File: src/trcp_pkg.sv
// package for the reload/capture/pwm timer: register map, field positions, mode codes
// assumes apb with 32-bit data, one register per aligned word
package trcp_pkg;
	localparam logic [11:0] ADDR_CTRL    = 12'h000;
	localparam logic [11:0] ADDR_MODE    = 12'h004;
	localparam logic [11:0] ADDR_MODE2   = 12'h008;
	localparam logic [11:0] ADDR_COUNT   = 12'h00C;
	localparam logic [11:0] ADDR_RELOAD  = 12'h010;
	localparam logic [11:0] ADDR_STATUS  = 12'h014;
	// control_reg bit positions
	localparam int C_OVF   = 7;
	localparam int C_EXF   = 6;
	localparam int C_B5    = 5;
	localparam int C_B4    = 4;
	localparam int C_FEN   = 3;
	localparam int C_RUN   = 2;
	localparam int C_CT    = 1;
	localparam int C_CPRL  = 0;
	// mode_reg bit positions
	localparam int M_SPL   = 7;
	localparam int M_LX12  = 6;
	localparam int M_REN   = 5;
	localparam int M_X12   = 4;
	localparam int M_RUNL  = 3;
	localparam int M_RLC   = 2;
	localparam int M_OE    = 1;
	localparam int M_MS0   = 0;
	// mode_reg_second bit positions
	localparam int S_LCS   = 7;
	localparam int S_IGN   = 6;
	localparam int S_FAS   = 5;
	localparam int S_CKS   = 4;
	localparam int S_MS1   = 3;
	localparam int S_SELHI = 2;
	localparam logic [7:0]  BYTE_MAX  = 8'hFF;
	localparam logic [7:0]  BYTE_ZERO = 8'h00;
	localparam logic [15:0] WORD_MAX  = 16'hFFFF;
	localparam logic [15:0] WORD_ZERO = 16'h0000;
	localparam logic [3:0]  DIV12     = 4'hB;
	typedef enum logic [2:0] {
		TRCP_M_RELOAD0 = 3'b000,
		TRCP_M_RELOAD1 = 3'b001,
		TRCP_M_CAPT    = 3'b010,
		TRCP_M_CAPTZ   = 3'b011,
		TRCP_M_PWM     = 3'b100
	} trcp_mode_t;
endpackage

File: src/trcp_evt_if.sv
// event bundle between the edge detector and the timer core
// assumes one clock domain (pclk)
`timescale 1ns/10ps
`default_nettype none
interface trcp_evt_if;
	logic [2:0] sel;
	logic       fall_en;
	logic       rise_en;
	logic       edge_event_set;
	modport det  (input sel, input fall_en, input rise_en, output edge_event_set);
	modport core (output sel, output fall_en, output rise_en, input edge_event_set);
endinterface
`default_nettype wire

File: src/trcp_edge.sv
// edge detector on the selected one of eight external inputs
// assumes inputs synchronous to pclk
`timescale 1ns/10ps
`default_nettype none
module trcp_edge
	import trcp_pkg::*;
(
	// clock and reset
	input  wire logic       pclk,
	input  wire logic       presetn,
	// candidate inputs
	input  wire logic [7:0] edge_inputs,
	// event bundle
	trcp_evt_if.det         evt
);
	logic selected_edge_input;
	logic prev_ff;

	assign selected_edge_input = edge_inputs[evt.sel];

	always_ff @(posedge pclk or negedge presetn) begin
		if (!presetn) begin
			prev_ff <= 1'b0;
		end else begin
			prev_ff <= selected_edge_input;
		end
	end

	assign evt.edge_event_set = (evt.fall_en && prev_ff && !selected_edge_input)
		|| (evt.rise_en && !prev_ff && selected_edge_input);

	a_rise_event: assert property (@(posedge pclk) disable iff (!presetn)
		(evt.rise_en && !evt.fall_en && evt.edge_event_set) |-> !$past(selected_edge_input))
		else $error("rise event without low-to-high edge");
endmodule
`default_nettype wire

File: src/trcp_top.sv
// reload/capture/pwm/clock-out timer with apb register access
// assumes apb master on pclk; external inputs synchronous to pclk
// Functional notes
// - reload mode counts to ffff, sets overflow flag, reloads from reload pair.
// - falling edge enable adds edge-triggered reload in mode 1 and sets external flag.
// - interrupt requested when overflow flag set and not ignored, or external flag set.
// - rising edge enable acts like falling edge enable for rising edges.
// - capture mode copies counter bytes into reload bytes on edge.
// - external flag shares timer interrupt in capture mode.
// - edge input chosen from eight candidates.
// - capture with auto-zero clears counter on edge.
// - split runs two 8-bit counters with own reloads and clocks.
// - run_main gates high, run_low gates low; autoclear on high overflow.
// - split flags set on ff-to-reload rollovers with own gating.
// - exported overflow from 16-bit counter, or low counter in split.
// - flag access select remaps control bits 5 and 4.
// - split modes 1-3 apply reload/zero to both 8-bit counters, capture to the high one only.
// - split pwm: high sets period, low is compare, reloaded on high overflow.
// - pwm drives clock-out pin only with clock-out enable.
// - clock-out mode reloads at overflow and makes 50 percent clock.
// - clock-out rollover still sets overflow flag, ignore bit masks interrupt.
// - split clock-out toggles on low overflow, reloads low from reload_low.
// - split clock-out low rollovers do not raise low interrupt.
// - mode decoded from mode-high, capture/reload, mode-low bits.
// - edge still flags external flag in mode 0.
`timescale 1ns/10ps
`default_nettype none
module trcp_top
	import trcp_pkg::*;
(
	// apb
	input  wire logic        pclk,
	input  wire logic        presetn,
	input  wire logic        psel,
	input  wire logic        penable,
	input  wire logic        pwrite,
	input  wire logic [11:0] paddr,
	input  wire logic [31:0] pwdata,
	output logic      [31:0] prdata,
	output logic             pready,
	output logic             pslverr,
	// clock and edge sources
	input  wire logic [7:0]  edge_inputs,
	input  wire logic [7:0]  clock_sources,
	input  wire logic [1:0]  low_clock_sources,
	// outputs
	output logic             clock_out_pin,
	output logic             clock_out_oe,
	output logic             counter_overflow_event,
	output logic             timer_irq
);
	trcp_evt_if evt ();

	logic [7:0]  control_reg_ff;
	logic [7:0]  mode_reg_ff;
	logic [7:0]  mode_reg_second_ff;
	logic [7:0]  count_high_ff, count_low_ff, reload_high_ff, reload_low_ff;
	logic        low_overflow_flag_ff, low_overflow_irq_enable_ff;
	logic        clk_out_ff;
	logic [3:0]  div_ff;
	logic        tick_div12;
	logic        wr, rd_ok;
	trcp_mode_t  mode;
	logic        split, run_main, run_low, ce_main, ce_low, edge_ev;
	logic        ovf16, ovf_h, ovf_l, capt, clk_mode;
	logic [7:0]  nxt_high, nxt_low;
	logic [31:0] nxt_rdata;

	function automatic logic addr_is(input logic [11:0] a, input logic [11:0] ref_a);
		return a == ref_a;
	endfunction

	assign wr       = psel && penable && pwrite;
	assign pready   = 1'b1;
	assign rd_ok    = addr_is(paddr, ADDR_CTRL) || addr_is(paddr, ADDR_MODE)
		|| addr_is(paddr, ADDR_MODE2) || addr_is(paddr, ADDR_COUNT)
		|| addr_is(paddr, ADDR_RELOAD) || addr_is(paddr, ADDR_STATUS);
	assign pslverr  = psel && penable && !rd_ok;

	// mode decode
	assign mode = trcp_mode_t'({mode_reg_second_ff[S_MS1], control_reg_ff[C_CPRL],
		mode_reg_ff[M_MS0]});
	assign split    = mode_reg_ff[M_SPL];
	assign run_main = control_reg_ff[C_RUN];
	assign run_low  = mode_reg_ff[M_RUNL];
	assign clk_mode = !control_reg_ff[C_CPRL] && mode_reg_ff[M_OE];

	assign evt.sel     = mode_reg_second_ff[S_SELHI:0];
	assign evt.fall_en = control_reg_ff[C_FEN];
	assign evt.rise_en = mode_reg_ff[M_REN];
	assign edge_ev     = evt.edge_event_set;

	trcp_edge u_edge (
		.pclk        (pclk),
		.presetn     (presetn),
		.edge_inputs (edge_inputs),
		.evt         (evt)
	);

	// divide-by-12 prescaler for the slow clock choices
	always_ff @(posedge pclk or negedge presetn) begin
		if (!presetn) begin
			div_ff <= 4'h0;
		end else begin
			div_ff <= (div_ff == DIV12) ? 4'h0 : div_ff + 4'h1;
		end
	end
	assign tick_div12 = (div_ff == DIV12);

	// clock enables: source 0 and low source 0 are the /12 tick, low source 1 is every cycle, others external strobes
	always_comb begin
		logic [2:0] hs;
		logic [1:0] ls;
		hs = {mode_reg_second_ff[S_CKS], mode_reg_ff[M_X12], control_reg_ff[C_CT]};
		ls = {mode_reg_second_ff[S_LCS], mode_reg_ff[M_LX12]};
		ce_main = run_main && ((hs == 3'h0) ? tick_div12 : clock_sources[hs]);
		ce_low  = split && run_low && ((ls == 2'h0) ? tick_div12
			: (ls == 2'h1) ? 1'b1 : low_clock_sources[ls[0]]);
	end

	assign ovf16 = !split && ce_main && {count_high_ff, count_low_ff} == WORD_MAX;
	assign ovf_h = split && ce_main && count_high_ff == BYTE_MAX;
	assign ovf_l = ce_low && count_low_ff == BYTE_MAX;
	assign capt  = edge_ev && (mode == TRCP_M_CAPT || mode == TRCP_M_CAPTZ);

	// counter next value
	always_comb begin
		nxt_high = count_high_ff;
		nxt_low  = count_low_ff;
		if (!split) begin
			if (ovf16 || (edge_ev && mode == TRCP_M_RELOAD1)) begin
				nxt_high = reload_high_ff;
				nxt_low  = reload_low_ff;
			end else if (capt && mode == TRCP_M_CAPTZ) begin
				nxt_high = BYTE_ZERO;
				nxt_low  = BYTE_ZERO;
			end else if (ce_main) begin
				{nxt_high, nxt_low} = {count_high_ff, count_low_ff} + 16'h0001;
			end
		end else begin
			if (ovf_h || (edge_ev && mode == TRCP_M_RELOAD1)) begin
				nxt_high = reload_high_ff;
			end else if (capt && mode == TRCP_M_CAPTZ) begin
				nxt_high = BYTE_ZERO;
			end else if (ce_main) begin
				nxt_high = count_high_ff + 8'h01;
			end
			if (mode == TRCP_M_PWM) begin
				if (ovf_h) begin
					nxt_low = reload_low_ff;
				end
			end else if (ovf_l || (edge_ev && mode == TRCP_M_RELOAD1)) begin
				nxt_low = reload_low_ff;
			end else if (capt && mode == TRCP_M_CAPTZ) begin
				nxt_low = BYTE_ZERO;
			end else if (ce_low) begin
				nxt_low = count_low_ff + 8'h01;
			end
		end
	end

	// counters: software write wins; hardware update only when no counter write this cycle
	always_ff @(posedge pclk or negedge presetn) begin
		if (!presetn) begin
			count_high_ff <= BYTE_ZERO;
			count_low_ff  <= BYTE_ZERO;
		end else if (wr && addr_is(paddr, ADDR_COUNT)) begin
			count_high_ff <= pwdata[15:8];
			count_low_ff  <= pwdata[7:0];
		end else begin
			count_high_ff <= nxt_high;
			count_low_ff  <= nxt_low;
		end
	end

	// reload/capture pair; capture wins over a write
	always_ff @(posedge pclk or negedge presetn) begin
		if (!presetn) begin
			reload_high_ff <= BYTE_ZERO;
			reload_low_ff  <= BYTE_ZERO;
		end else if (capt) begin
			reload_high_ff <= count_high_ff;
			reload_low_ff  <= split ? reload_low_ff : count_low_ff;
		end else if (wr && addr_is(paddr, ADDR_RELOAD)) begin
			reload_high_ff <= pwdata[15:8];
			reload_low_ff  <= pwdata[7:0];
		end
	end

	// control register with flags; set wins over software clear
	always_ff @(posedge pclk or negedge presetn) begin
		if (!presetn) begin
			control_reg_ff <= 8'h00;
		end else begin
			if (wr && addr_is(paddr, ADDR_CTRL)) begin
				control_reg_ff <= pwdata[7:0];
				if (mode_reg_second_ff[S_FAS]) begin
					control_reg_ff[C_B5] <= control_reg_ff[C_B5];
					control_reg_ff[C_B4] <= control_reg_ff[C_B4];
				end
			end
			if (ovf16 || ovf_h) begin
				control_reg_ff[C_OVF] <= 1'b1;
			end
			if (edge_ev) begin
				control_reg_ff[C_EXF] <= 1'b1;
			end
		end
	end

	// low overflow flag and enable, reached through bits 5 and 4
	always_ff @(posedge pclk or negedge presetn) begin
		if (!presetn) begin
			low_overflow_flag_ff       <= 1'b0;
			low_overflow_irq_enable_ff <= 1'b0;
		end else begin
			if (wr && addr_is(paddr, ADDR_CTRL) && mode_reg_second_ff[S_FAS]) begin
				low_overflow_flag_ff       <= pwdata[C_B5];
				low_overflow_irq_enable_ff <= pwdata[C_B4];
			end
			if (ovf_l && !(clk_mode && split)) begin
				low_overflow_flag_ff <= 1'b1;
			end
		end
	end

	// mode registers; high overflow may clear run_low
	always_ff @(posedge pclk or negedge presetn) begin
		if (!presetn) begin
			mode_reg_ff        <= 8'h00;
			mode_reg_second_ff <= 8'h00;
		end else begin
			if (wr && addr_is(paddr, ADDR_MODE)) begin
				mode_reg_ff <= pwdata[7:0];
			end
			if (wr && addr_is(paddr, ADDR_MODE2)) begin
				mode_reg_second_ff <= pwdata[7:0];
			end
			if (ovf_h && mode_reg_ff[M_RLC]) begin
				mode_reg_ff[M_RUNL] <= 1'b0;
			end
		end
	end

	// clock-out toggle and pwm output
	always_ff @(posedge pclk or negedge presetn) begin
		if (!presetn) begin
			clk_out_ff <= 1'b0;
		end else if (!mode_reg_ff[M_OE]) begin
			clk_out_ff <= 1'b0;
		end else if (split && mode == TRCP_M_PWM) begin
			clk_out_ff <= nxt_high < nxt_low;
		end else if (clk_mode && (split ? ovf_l : ovf16)) begin
			clk_out_ff <= !clk_out_ff;
		end
	end
	assign clock_out_pin = clk_out_ff;
	assign clock_out_oe  = mode_reg_ff[M_OE];

	assign counter_overflow_event = split ? ovf_l : ovf16;
	assign timer_irq = (control_reg_ff[C_OVF] && !mode_reg_second_ff[S_IGN])
		|| control_reg_ff[C_EXF]
		|| (low_overflow_flag_ff && low_overflow_irq_enable_ff);

	// read mux, registered at setup
	always_comb begin
		nxt_rdata = 32'h0000_0000;
		if (addr_is(paddr, ADDR_CTRL)) begin
			nxt_rdata[7:0] = control_reg_ff;
			if (mode_reg_second_ff[S_FAS]) begin
				nxt_rdata[C_B5] = low_overflow_flag_ff;
				nxt_rdata[C_B4] = low_overflow_irq_enable_ff;
			end
		end else if (addr_is(paddr, ADDR_MODE)) begin
			nxt_rdata[7:0] = mode_reg_ff;
		end else if (addr_is(paddr, ADDR_MODE2)) begin
			nxt_rdata[7:0] = mode_reg_second_ff;
		end else if (addr_is(paddr, ADDR_COUNT)) begin
			nxt_rdata[15:0] = {count_high_ff, count_low_ff};
		end else if (addr_is(paddr, ADDR_RELOAD)) begin
			nxt_rdata[15:0] = {reload_high_ff, reload_low_ff};
		end else if (addr_is(paddr, ADDR_STATUS)) begin
			nxt_rdata[1:0] = {clk_out_ff, timer_irq};
		end
	end
	always_ff @(posedge pclk or negedge presetn) begin
		if (!presetn) begin
			prdata <= 32'h0000_0000;
		end else if (psel && !penable) begin
			prdata <= nxt_rdata;
		end
	end

	a_ovf_sets_flag: assert property (@(posedge pclk) disable iff (!presetn)
		ovf16 |=> control_reg_ff[C_OVF])
		else $error("overflow did not set flag");
	a_ovf_reloads: assert property (@(posedge pclk) disable iff (!presetn)
		(ovf16 && !wr) |=> {count_high_ff, count_low_ff} == $past({reload_high_ff, reload_low_ff}))
		else $error("no reload on overflow");
	a_edge_sets_exf: assert property (@(posedge pclk) disable iff (!presetn)
		edge_ev |=> control_reg_ff[C_EXF])
		else $error("edge did not set external flag");
	a_irq_flags: assert property (@(posedge pclk) disable iff (!presetn)
		control_reg_ff[C_EXF] |-> timer_irq)
		else $error("external flag without interrupt");
	a_capture_copy: assert property (@(posedge pclk) disable iff (!presetn)
		(capt && !split) |=> {reload_high_ff, reload_low_ff} == $past({count_high_ff, count_low_ff}))
		else $error("capture value wrong");
	a_autozero: assert property (@(posedge pclk) disable iff (!presetn)
		(capt && !split && mode == TRCP_M_CAPTZ && !ovf16 && !wr) |=> {count_high_ff, count_low_ff} == WORD_ZERO)
		else $error("auto-zero failed");
	a_autoclear_run: assert property (@(posedge pclk) disable iff (!presetn)
		(ovf_h && mode_reg_ff[M_RLC]) |=> !mode_reg_ff[M_RUNL])
		else $error("run_low not cleared");
	a_export_ovf: assert property (@(posedge pclk) disable iff (!presetn)
		split |-> counter_overflow_event == ovf_l)
		else $error("wrong exported overflow");
	a_pin_gated: assert property (@(posedge pclk) disable iff (!presetn)
		!mode_reg_ff[M_OE] |=> !clock_out_pin)
		else $error("clock-out driven while disabled");
	a_clkout_toggle: assert property (@(posedge pclk) disable iff (!presetn)
		(clk_mode && !split && ovf16) |=> clock_out_pin != $past(clock_out_pin))
		else $error("clock-out did not toggle");
	a_ovf_flag_holds: assert property (@(posedge pclk) disable iff (!presetn)
		(control_reg_ff[C_OVF] && !(wr && paddr == ADDR_CTRL)) |=> control_reg_ff[C_OVF])
		else $error("overflow flag lost without software clear");
	a_low_flag_sets: assert property (@(posedge pclk) disable iff (!presetn)
		(ovf_l && !mode_reg_ff[M_OE]) |=> low_overflow_flag_ff)
		else $error("low overflow did not set low flag");
	a_pwm_cmp_load: assert property (@(posedge pclk) disable iff (!presetn)
		(split && mode == TRCP_M_PWM && ovf_h && !wr) |=> count_low_ff == $past(reload_low_ff))
		else $error("pwm compare not loaded on high overflow");
	a_ovf_irq_on: assert property (@(posedge pclk) disable iff (!presetn)
		(control_reg_ff[C_OVF] && !mode_reg_second_ff[S_IGN]) |-> timer_irq)
		else $error("unmasked overflow flag without interrupt");

	c_reload: cover property (@(posedge pclk) ovf16);
	c_capture: cover property (@(posedge pclk) capt);
	c_split_low: cover property (@(posedge pclk) ovf_l);
	c_pwm: cover property (@(posedge pclk) split && mode == TRCP_M_PWM && ovf_h);
endmodule
`default_nettype wire

File: config.mk
export PLATFORM = sky130hd
export DESIGN_NAME = trcp_top
export DESIGN_NICKNAME = d
export VERILOG_FILES = /design/src/trcp_pkg.sv /design/src/trcp_evt_if.sv /design/src/trcp_edge.sv /design/src/trcp_top.sv
export SDC_FILE = /design/constraint.sdc
export NUM_CORES = 1
export LEC_CHECK = 0
export ABC_AREA = 1
export BUFFER_PORTS_ARGS = -buffer_cell sky130_fd_sc_hd__buf_2
export CORE_AREA = 4 4 125 127
export DETAILED_ROUTE_END_ITERATION = 12
export DIE_AREA = 0 0 129 131
export SYNTH_ARGS = -nofsm -noshare
export SYNTH_HDL_FRONTEND = slang
export SYNTH_SLANG_ARGS = --single-unit
File: constraint.sdc
create_clock -name pclk -period 8.5 [get_ports pclk]
set_input_delay 0.85 -clock pclk [delete_from_list [all_inputs] [get_ports pclk]]
set_output_delay 0.85 -clock pclk [all_outputs]
set_load 0.02 [all_outputs]
==> metrics.cfg <==
[clocking]
path_clk_slew_ns = 0.07
cts_hold_buf = 0
cts_max_level = 3
cts_buffers = 9
cts_tree = yes
postCtsResizedCells = 0
post_cts_buffers = 0
clockBufferDepth = 2
insertion_delay_ns = 0.36
root_buffer = clkbuf_16
cts.sinks = 80

[critical_path]
worst_setup_path_start_kind = input pin
path_max_fanout = 15
cp.required_ns = 7.65
cp-end-kind = primary output
crit_arrival_ns = 2.60
critPathKind = input pin to primary output

[die]
core_area_sq_mm = 0.0144
core.rowCount = 44
die_h_um = 131
dieArea_sq_mm = 0.0169
die_w_um = 129
start_util_pct = 39.7
pin_count = 105

[logic_synthesis]
avgSynthCellArea_sq_um = 7.31
yosys_warnings = 0
ys_types = 59
synth_top_area_cell = dfrtp_1
yosysSeqAreaShare_pct = 35.0
syn_area_sq_mm = 0.00572
synth_edf_count = 0
async_flop_share_pct = 100
synthCells = 783
synth_top_area_share_pct = 35.0
ys_seq_elements = 80
synth_ff_type = dfrtp_1
synth_area_leaders = dfrtp_1, nand2_1, o21ai_0

[worst_hold_path]
hold_class = flop to flop

[timing]
skew_ns = 0.00580
tightest_slew_ns = 1.07
hold_viol = 0
slew_headroom_pct = 28.8
min_period_ns = 3.45
grt_setup_unrepaired = false
fin_crit_sh_pct = 40.6
setup_viol = 0
tns_ns = 0
fmax_ghz = 0.290
final_max_slew_viol_count = 0
hold_ws_ns = 0.471

[power]
p_leak_nw = 3.13
swShare_pct = 26.8
ir_drop_uv = 92.9
pwr-share-seq_pct = 43.1
clkPwrFrac_pct = 47.1
power.internal_mw = 0.681
powerDensity_mw_per_mm2 = 144
pwr-share-comb_pct = 9.8
switching_power_mw = 0.250

[drt]
dr.pass1.iters = 5
wl_per_cell_um = 16.6
drt-total-wl_um = 17200
vias = 5420
vias_per_cell = 5.25
drtIter0Drc = 429
antenna_left = 0
drc_errors = 0

[grt]
grt_pass1_wl_um = 27300
grt_max_degree = 81
grt_usage_pct = 21.0
antenna_found_initial = 0
grt_pass1_vias = 5085
grt.overflow.total = 0

[layout]
multi_input_area_sq_mm = 0.00312
seq_area_sq_mm = 0.00200
fillers = 1507
fin_nets = 921
antennaDiodeCount = 0
drive_above_1_share_pct = 17.8
area_growth_pct = 13.2
layout_common_cells = nand2_1, inv_1, o21ai_0
finish.instance_area_sq_mm = 0.00648
layout_commonest_cell = nand2_1

[placement]
gp_congestion = 0.921
place_area_sq_mm = 0.00615
portBuffers = 70
dp_hpwl_um = 12900

[job]
cap_violations = 0

[run_status]
outcome = completed

[area by class of cell]
type | count | share of cell area, %
tap | 184 | 3.55
clock buffer | 9 | 3.48
timing repair buffer | 73 | 5.80
multi-input combinational | 569 | 48.2
sequential | 80 | 30.9
inverter | 111 | 6.49
clock inverter | 7 | 1.58
[cell usage after synthesis (3+ instances only)]
library cell,number
nor2_1,49
nand2_2,9
buf_4,17
buf_2,5
inv_1,97
ha_1,10
a21oi_1,35
buf_6,3
nor3_1,8
inv_2,12
dfrtp_1,80
nand3_2,3
o21ai_0,88
nand2_4,4
nor2_4,4
o211ai_1,17
o22ai_1,14
nor3_2,3
o21ai_1,13
nand3_1,31
nand2_1,185
o221ai_1,8
xor2_1,15
a211oi_1,3
o21ai_2,3
nand3_4,4
clkbuf_1,13
a22oi_1,4
o31ai_1,8
[cell families (layout without fill, tap and decap cells)]
logic type | after synthesis | after routing | synth area share (%)
compound gates | 209 | 209 | 22.1
flops | 80 | 80 | 35.0
other cells | 2 | 17 | 0.131
simple gates | 317 | 317 | 26.7
xor+xnor | 15 | 15 | 2.30
fa+ha+maj | 10 | 10 | 2.19
buf+inv | 149 | 200 | 11.5
mux | 1 | 1 | 0.175
[path summary, 6_finish.rpt]
path	startpoint	slack [ns]	cells after the start	to
max	paddr[11]	5.05	6	pslverr
min	div_ff[0]	0.47	1	div_ff[0]
max reg2reg	mode_reg_ff[7]	5.14	16	clock_out_pin
min reg2reg	div_ff[0]	0.47	1	div_ff[0]
max in group asynchronous	presetn	7.12	1	prdata[13]
min in group asynchronous	presetn	0.68	1	mode_reg_ff[1]
[stage by stage]
stage | cells | worst slack, ns | utilization [%] | power, mW
final | 1033 | 5.05 | 44.9 | 0.930
after global routing | 1033 | 4.86 | 44.9 | 0.964
after CTS | 1033 | 5.06 | 44.9 | 0.937
after global placement | 1017 | 5.03 | 42.6 | 0.498
after detailed placement | 1017 | 5.01 | 42.6 | 0.499
after floorplan | 798 | 5.55 | - | 0.466
[critical path, cell delays in order]
cell	delay [ns]
buf_2	0.11
nor4_4	0.49
nand3_1	0.63
nand3_1	0.27
nor3_1	0.06
buf_2	0.19
[layer usage]
metal / track usage, % / up-vias / routed length, um
met5: 0 / - / 0
met4: 8.52 / 0 / 464
met3: 3.29 / 31 / 869
met2: 32.4 / 166 / 7620
met1: 29.4 / 2523 / 8210
li1: - / 2700 / -
[power groups by stage]
stage | logic (mW) | clock network (mW) | registers, mW
2_1_floorplan | 0.0614 | 0 | 0.405
3_3_place_gp | 0.0903 | 0 | 0.408
3_5_place_dp | 0.0909 | 0 | 0.408
4_1_cts | 0.0912 | 0.445 | 0.401
5_1_grt | 0.102 | 0.460 | 0.402
6_report | 0.0908 | 0.438 | 0.401
[sequential cells by signal, indices dropped and copies added (netlist names), 4 cells and up]
| signal | count |
|---|---|
| prdata | 16 |
| control_reg_ff | 8 |
| count_high_ff | 8 |
| count_low_ff | 8 |
| mode_reg_ff | 8 |
| mode_reg_second_ff | 8 |
| reload_high_ff | 8 |
| reload_low_ff | 8 |
| div_ff | 4 |
Power figures use the tool's default switching activity.
